==> src/include/tsl_pkg.sv <==
// Package for the trigger sequencer limit registers: offsets, layouts, types
package tsl_pkg;

	// ****************************************************************
	// Register map (word aligned byte addresses)
	// ****************************************************************
	localparam int          ADDR_W          = 4;           // Byte address width
	localparam logic [3:0]  OFF_STEP_DELAY  = 4'h0;        // Step delay limit
	localparam logic [3:0]  OFF_CNT0_LIMIT  = 4'h4;        // Counter 0 limit
	localparam logic [3:0]  OFF_CNT1_LIMIT  = 4'h8;        // Counter 1 limit
	localparam logic [3:0]  OFF_CONTROL     = 4'hC;        // Enable/run flags and status

	// ****************************************************************
	// Field layout and reset values
	// ****************************************************************
	localparam int          LIM_W           = 16;          // Limit register width
	localparam logic [15:0] LIM_RESET       = 16'h0000;    // Limit reset value
	localparam int          CTL_EN_BIT      = 0;           // Sequencer enable flag
	localparam int          CTL_RUN_BIT     = 1;           // Sequencer run flag
	localparam int          CTL_LOCK_BIT    = 2;           // Read-only lock status
	localparam int          CTL_BUSY_BIT    = 3;           // Step in progress status
	localparam logic [15:0] STEP_BASE       = 16'h0001;    // Base step delay in clocks

	// Bus request bundle
	typedef struct packed {
		logic [ADDR_W-1:0] address;
		logic              read;
		logic              write;
		logic [31:0]       writedata;
		logic [3:0]        byteenable;
	} tsl_req_t;

	// Limit values handed to the rest of the sequencer
	typedef struct packed {
		logic [LIM_W-1:0] step_delay;
		logic [LIM_W-1:0] counter0;
		logic [LIM_W-1:0] counter1;
	} tsl_limits_t;

	// Step timer states
	typedef enum logic [0:0] {ST_IDLE, ST_STEP} tsl_state_t;

endpackage

==> src/tsl_limit_regs.sv <==
// Trigger sequencer limit registers with step timer and Avalon-MM slave
`timescale 1ns/100ps
`default_nettype none

// Overview of operation
// - Step takes step delay limit plus one clocks
// - Delay and counter0 limits locked while enabled+running
// - Counter0 limit gives jump loop/counter0 terminal
// - Counter1 limit gives jump loop/counter1 terminal
module tsl_limit_regs (
	input  wire logic                   i_mclk,         // Sequencer clock
	input  wire logic                   i_arst_n,       // Async reset, active low
	input  wire logic                   i_ce,           // Clock enable, freezes state when low
	input  wire tsl_pkg::tsl_req_t      i_req,          // Avalon-MM request
	output logic [31:0]                 o_readdata,     // Avalon-MM read data
	output logic                        o_readdatavalid,// Read data valid pulse
	output logic                        o_waitrequest,  // Avalon-MM wait request
	input  wire logic                   i_step_start,   // Step command start pulse
	output logic                        o_step_done,    // Step complete pulse
	output tsl_pkg::tsl_limits_t        o_limits,       // Limit values to the sequencer
	output logic                        o_enable,       // Sequencer enable flag
	output logic                        o_running       // Sequencer run flag
);
	import tsl_pkg::*;

	// ****************************************************************
	// State
	// ****************************************************************
	tsl_limits_t      lim_q,  lim_d;        // Limit registers
	logic             en_q,   en_d;         // Enable flag
	logic             run_q,  run_d;        // Run flag
	logic             ack_q,  ack_d;        // One-cycle bus answer
	logic [31:0]      rd_q,   rd_d;         // Registered read data
	logic             rdv_q,  rdv_d;        // Read valid
	tsl_state_t       st_q,   st_d;         // Step timer state
	logic [LIM_W-1:0] cnt_q,  cnt_d;        // Step timer count
	logic             done_q, done_d;       // Step done pulse
	logic             lock;                 // Protected registers read-only
	logic             req;                  // Any access pending

	// Apply byte enables to the low half of a write
	function automatic logic [LIM_W-1:0] merge16(input logic [LIM_W-1:0] old,
		input logic [31:0] wd, input logic [3:0] be);
		merge16 = old;
		if (be[0]) merge16[7:0]  = wd[7:0];
		if (be[1]) merge16[15:8] = wd[15:8];
	endfunction

	assign lock = en_q & run_q;
	assign req  = i_req.read | i_req.write;

	// ****************************************************************
	// Register file and bus next state
	// ****************************************************************
	// Every access answers on the second cycle: first cycle waits, second
	// releases. Fixed latency keeps the slave simple at a small bus cost.
	always_comb begin
		lim_d  = lim_q;
		en_d   = en_q;
		run_d  = run_q;
		ack_d  = 1'b0;
		rd_d   = rd_q;
		rdv_d  = 1'b0;
		if (req && !ack_q) begin
			ack_d = 1'b1;
			if (i_req.write) begin
				case (i_req.address)
					// Writes are dropped while locked, not delayed
					OFF_STEP_DELAY: begin
						if (!lock) lim_d.step_delay = merge16(lim_q.step_delay,
							i_req.writedata, i_req.byteenable);
					end
					OFF_CNT0_LIMIT: begin
						if (!lock) lim_d.counter0 = merge16(lim_q.counter0,
							i_req.writedata, i_req.byteenable);
					end
					// Counter 1 limit stays writable at all times
					OFF_CNT1_LIMIT: begin
						lim_d.counter1 = merge16(lim_q.counter1,
							i_req.writedata, i_req.byteenable);
					end
					OFF_CONTROL: begin
						if (i_req.byteenable[0]) begin
							en_d  = i_req.writedata[CTL_EN_BIT];
							run_d = i_req.writedata[CTL_RUN_BIT];
						end
					end
					default: begin
						// Unmapped writes are acknowledged and discarded
					end
				endcase
			end else begin
				rdv_d = 1'b1;
				case (i_req.address)
					OFF_STEP_DELAY: rd_d = {16'h0000, lim_q.step_delay};
					OFF_CNT0_LIMIT: rd_d = {16'h0000, lim_q.counter0};
					OFF_CNT1_LIMIT: rd_d = {16'h0000, lim_q.counter1};
					OFF_CONTROL: begin
						rd_d = 32'h0000_0000;
						rd_d[CTL_EN_BIT]   = en_q;
						rd_d[CTL_RUN_BIT]  = run_q;
						rd_d[CTL_LOCK_BIT] = lock;
						rd_d[CTL_BUSY_BIT] = (st_q == ST_STEP);
					end
					default: rd_d = 32'h0000_0000;    // Unmapped reads as zero
				endcase
			end
		end
	end

	// ****************************************************************
	// Step timer next state
	// ****************************************************************
	// Step lasts step_delay+1 clocks from start to done pulse.
	always_comb begin
		st_d   = st_q;
		cnt_d  = cnt_q;
		done_d = 1'b0;
		case (st_q)
			ST_IDLE: begin
				if (i_step_start && lock) begin
					st_d  = ST_STEP;
					cnt_d = lim_q.step_delay;
				end
			end
			ST_STEP: begin
				if (cnt_q == LIM_RESET) begin
					st_d   = ST_IDLE;
					done_d = 1'b1;
				end else begin
					cnt_d = cnt_q - STEP_BASE;
				end
			end
			default: st_d = ST_IDLE;
		endcase
	end

	// ****************************************************************
	// Registers
	// ****************************************************************
	always_ff @(posedge i_mclk or negedge i_arst_n) begin
		if (!i_arst_n) begin
			lim_q  <= '{LIM_RESET, LIM_RESET, LIM_RESET};
			en_q   <= 1'b0;
			run_q  <= 1'b0;
			ack_q  <= 1'b0;
			rd_q   <= 32'h0000_0000;
			rdv_q  <= 1'b0;
			st_q   <= ST_IDLE;
			cnt_q  <= LIM_RESET;
			done_q <= 1'b0;
		end else if (i_ce) begin
			lim_q  <= lim_d;
			en_q   <= en_d;
			run_q  <= run_d;
			ack_q  <= ack_d;
			rd_q   <= rd_d;
			rdv_q  <= rdv_d;
			st_q   <= st_d;
			cnt_q  <= cnt_d;
			done_q <= done_d;
		end
	end

	// Read data in the same cycle waitrequest drops
	assign o_waitrequest   = req & ~(ack_q & i_ce);
	assign o_readdata      = rd_q;
	assign o_readdatavalid = rdv_q;
	assign o_step_done     = done_q;
	assign o_limits        = lim_q;
	assign o_enable        = en_q;
	assign o_running       = run_q;

	// ****************************************************************
	// Assertions
	// ****************************************************************
	locked_sd_hold_a: assert property (@(posedge i_mclk) disable iff (!i_arst_n)
		lock |=> lim_q.step_delay == $past(lim_q.step_delay))
		else $error("step delay limit changed while locked");

	locked_c0_hold_a: assert property (@(posedge i_mclk) disable iff (!i_arst_n)
		lock |=> lim_q.counter0 == $past(lim_q.counter0))
		else $error("counter0 limit changed while locked");

	step_len_one_a: assert property (@(posedge i_mclk) disable iff (!i_arst_n)
		(i_ce && st_q == ST_IDLE && i_step_start && lock && lim_q.step_delay == 16'h0000)
		|=> ##1 done_q)
		else $error("zero delay step did not finish in one clock");

	step_len_two_a: assert property (@(posedge i_mclk) disable iff (!i_arst_n)
		(i_ce && st_q == ST_IDLE && i_step_start && lock && lim_q.step_delay == 16'h0001)
		##1 i_ce[*2] |=> done_q)
		else $error("delay one step did not finish in two clocks");

	c1_write_a: assert property (@(posedge i_mclk) disable iff (!i_arst_n)
		(i_ce && i_req.write && !ack_q && i_req.address == OFF_CNT1_LIMIT
		&& i_req.byteenable[1:0] == 2'h3) |=> lim_q.counter1 == $past(i_req.writedata[15:0]))
		else $error("counter1 limit write lost");

	c0_write_a: assert property (@(posedge i_mclk) disable iff (!i_arst_n)
		(i_ce && !lock && i_req.write && !ack_q && i_req.address == OFF_CNT0_LIMIT
		&& i_req.byteenable[1:0] == 2'h3) |=> lim_q.counter0 == $past(i_req.writedata[15:0]))
		else $error("counter0 limit write lost while unlocked");

	limits_out_a: assert property (@(posedge i_mclk) disable iff (!i_arst_n)
		(!i_req.write || !i_ce) |=> o_limits == $past(o_limits))
		else $error("limit changed without a write");

	bus_answer_a: assert property (@(posedge i_mclk) disable iff (!i_arst_n)
		(i_ce && req && !ack_q) ##1 i_ce |-> !o_waitrequest)
		else $error("bus access not answered on second cycle");

	// Unlocked step delay writes must land, or a later step runs stale
	sd_write_a: assert property (@(posedge i_mclk) disable iff (!i_arst_n)
		(i_ce && !lock && i_req.write && !ack_q && i_req.address == OFF_STEP_DELAY
		&& i_req.byteenable[1:0] == 2'h3)
		|=> lim_q.step_delay == $past(i_req.writedata[15:0]))
		else $error("step delay limit write lost while unlocked");

	// Low byte write to counter 1 keeps the high byte untouched
	c1_low_byte_a: assert property (@(posedge i_mclk) disable iff (!i_arst_n)
		(i_ce && i_req.write && !ack_q && i_req.address == OFF_CNT1_LIMIT
		&& i_req.byteenable[1:0] == 2'h1)
		|=> lim_q.counter1 == {$past(lim_q.counter1[15:8]), $past(i_req.writedata[7:0])})
		else $error("counter1 limit low byte write wrong");

	// Timer stays idle unless the sequencer is enabled and running
	idle_unlocked_a: assert property (@(posedge i_mclk) disable iff (!i_arst_n)
		(st_q == ST_IDLE && !lock) |=> st_q == ST_IDLE)
		else $error("step started while sequencer not running");

endmodule

`default_nettype wire

==> config.mk <==
export PLATFORM = sky130hd
export DESIGN_NAME = tsl_limit_regs
export DESIGN_NICKNAME = d
export VERILOG_FILES = /design/src/include/tsl_pkg.sv /design/src/tsl_limit_regs.sv
export SDC_FILE = /design/constraint.sdc
export NUM_CORES = 1
export LEC_CHECK = 0
export BUFFER_PORTS_ARGS = -buffer_cell sky130_fd_sc_hd__clkbuf_2
export CAP_MARGIN = 30
export CORE_UTILIZATION = 55
export DETAILED_ROUTE_END_ITERATION = 10
export GPL_TIMING_DRIVEN = 0
export PLACE_DENSITY = 0.85
export SYNTH_ARGS = -nofsm -noshare
export SYNTH_HDL_FRONTEND = slang
export SYNTH_SLANG_ARGS = --single-unit
==> constraint.sdc <==
create_clock -name i_mclk -period 5.19 [get_ports i_mclk]
set_clock_uncertainty 0.1 [all_clocks]
set_input_delay 0.2595 -clock i_mclk [delete_from_list [all_inputs] [get_ports i_mclk]]
set_output_delay 0.2595 -clock i_mclk [all_outputs]
set_load 0.005 [all_outputs]
==> reports/metrics.cfg <==
[worst_setup_path]
cp.arrival_ns=2.67
max_stage_delay_ns=0.54
r2r-start=cnt_q[0]$_DFFE_PN0P_
timing.rr.end=cnt_q[13]$_DFFE_PN0P_
critPathMostFrequentCell=a21oi_1
path_cells=inv_1, ha_1, or3b_2, nor4_2, a21oi_1, buf_2, o22ai_1, a21oi_1
critPathSlowestCell=or3b_2
worstSetupPathType=reg2reg
crit_path_end_kind=register
regToRegSetupSlack_ns=2.64
crit_family=simple AND/OR/NAND/NOR gates
path_max_fanout=10
worst-path-buf-inv=2
worstPathRequired_ns=5.31
r2r_cells=8
critPathLaunchType=register

[route]
wirelength_um=10300
drc=0
first_iter_violations=210
vias=3372
firstDrtPassIters=4
viasPerCell=5.74
wl_per_cell_um=17.5
antenna_left=0

[synthesis]
synth.most_common_cell=dfrtp_1
ys_seq_elements=86
synth_area_per_cell_um2=11.5
yosysWarningCount=0
synth_cells=359
async_reset_ff_share_pct=100
netlist_area_um2=4140
synthDistinctLibCells=43
yosysTopAreaCellShare_pct=52.0
yosysSeqAreaShare_pct=52.0
yosysTopAreaCell=dfrtp_1
yosys_most_used_dff=dfrtp_1
synth_common_cells=dfrtp_1 (86), mux2_2 (50), o21ai_0 (28)
synth-edff-count=0
yosys-top-cells-area=dfrtp_1 (52%), mux2_2 (14%), mux2i_1 (3.6%), a22o_1 (3.4%), o21ai_0 (3.4%)

[layout]
n_fill_cell=554
final_nets=530
design_area_um2=5050
drive_gt1_share_pct=40.6
antenna_cells=0
largest_register_ff_count=48
area_delta_synth_final_pct=21.8

[outcome]
status=complete, no violations

[sta]
min_period_over_period_pct=49.1
drv_slew=0
holdWs_ns=0.0437
tns_ns=0
timing_hold_violations_final=0
fin_ws_ns=2.64
period_minus_slack_ns=2.55
fmax_ghz=0.392
slew_headroom_pct=36.6
rsz0062_at_grt=no
worstMarginPinSlew_ns=0.943
setup_viol=0

[clock_tree]
ctsResizeCount=0
cts_root_buf=clkbuf_8
cts_buffers=9
clkLatencyLatePin_ns=0.37
post_cts_buffers=0
clk_pin_slew_ns=0.10
clock-sinks=86
clockBufferDepth=2
cts_tree=yes
cts_max_level=3

[power]
peakVddDrop_v=0.000212
p_leak_nw=2.53
p_per_area_nw_per_um2=374
total_power_mw=1.89

[floorplanning]
placement_rows=31
die_y_um=88.8
start_util_pct=57.1
dieArea_um2=7880
core_area_um2=7250
ioPinCount=131
fp.dieW_um=88.8

[grt]
grt_max_degree=68
grt_pass1_wl_um=16200
grtUsageTotal_pct=27.7
first_global_vias=3195
antenna_found_initial=0
gr-total-overflow=0

[place]
dp_hpwl_um=7200
dpl_cell_area_um2=4830
place_ws_ns=2.72
io_buffers=96
place.gp.congestion=0.859

[worst_hold_path]
hold_end=o_limits[41]$_DFFE_PN0P_
hp-start=i_req[13]
hp-class=in2reg
min_path_cells=2

[flow_run]
cap_viol_max_count=0

-- layout by cell type, fill, tap and decap left out, types with 5 or more instances in the layout --
| master | n |
|---|---|
| o22ai_1 | 8 |
| nor3_1 | 10 |
| nor2_1 | 15 |
| buf_4 | 16 |
| clkbuf_8 | 9 |
| nand4_1 | 6 |
| dfrtp_1 | 86 |
| inv_1 | 6 |
| nand3_1 | 10 |
| nor2b_1 | 5 |
| clkbuf_1 | 10 |
| mux2i_1 | 15 |
| nand2_1 | 19 |
| a21oi_1 | 13 |
| o21ai_0 | 28 |
| mux2_2 | 50 |
| conb_1 | 16 |
| a22o_1 | 16 |
| clkbuf_2 | 95 |
-- kinds of logic (layout without fill, tap and decap cells) --
family	Yosys count	count (layout)	share of synthesized area [%]
simple gates	87	87	11.4
flops	86	86	52.0
compound gates	78	78	12.0
mux	69	69	19.4
buf+inv	37	151	4.92
fa+ha+maj	1	1	0.302
other cells	1	16	0.0905
-- how the worst max path moves through the flow --
stage	startpoint	endpoint	slack, ns	depth (start not counted)
after global placement	cnt_q[0]$_DFFE_PN0P_	cnt_q[15]$_DFFE_PN0P_	2.77	8
after global routing	cnt_q[0]$_DFFE_PN0P_	cnt_q[13]$_DFFE_PN0P_	2.48	8
after CTS	cnt_q[0]$_DFFE_PN0P_	cnt_q[13]$_DFFE_PN0P_	2.65	8
final	cnt_q[0]$_DFFE_PN0P_	cnt_q[13]$_DFFE_PN0P_	2.64	8
after floorplan	cnt_q[0]$_DFFE_PN0P_	cnt_q[14]$_DFFE_PN0P_	2.99	7
after detailed placement	cnt_q[0]$_DFFE_PN0P_	cnt_q[3]$_DFFE_PN0P_	2.72	8
-- worst register-to-register path: stages, from the launching register on --
cell,delay (ns)
dfrtp_1,0.41
inv_1,0.10
ha_1,0.21
or3b_2,0.54
nor4_2,0.32
a21oi_1,0.21
buf_2,0.28
o22ai_1,0.19
a21oi_1,0.07
-- timing repair --
item / CTS / global route
hold endpoints to repair: 19 / 0
hold buffers: 1 / 0
setup endpoints to repair: 0 / 0
-- report_power, final --
group	switching, mW	leakage [nW]	internal [mW]
sequential	0.128	1.16	0.776
combinational	0.258	1.27	0.229
clock	0.265	0.102	0.229
total	0.651	2.53	1.23
-- routing by layer --
layer / routed length, um / track usage, % / vias up
li1: - / - / 1550
met1: 4290 / 37.5 / 1646
met2: 5160 / 44.2 / 151
met3: 592 / 5.13 / 25
met4: 244 / 11.4 / 0
met5: 0 / 0 / -
-- layout make-up --
class	count	area, um2	share of cell area [%]
clock buffers	9	124	2.45
inverters	6	22.5	0.446
well taps	99	124	2.45
repair buffers	98	520	10.3
multi-input cells	251	1840	36.5
plain buffers	31	181	3.60
flip-flops and latches	86	2150	42.6
clock inverters	7	80.1	1.59
-- through the flow --
step	instances	utilization (%)
2_1_floorplan	374	-
3_3_place_gp	569	66.2
3_5_place_dp	570	66.6
4_1_cts	587	69.6
5_1_grt	587	69.6
6_report	587	69.6
Power figures use the tool's default switching activity.
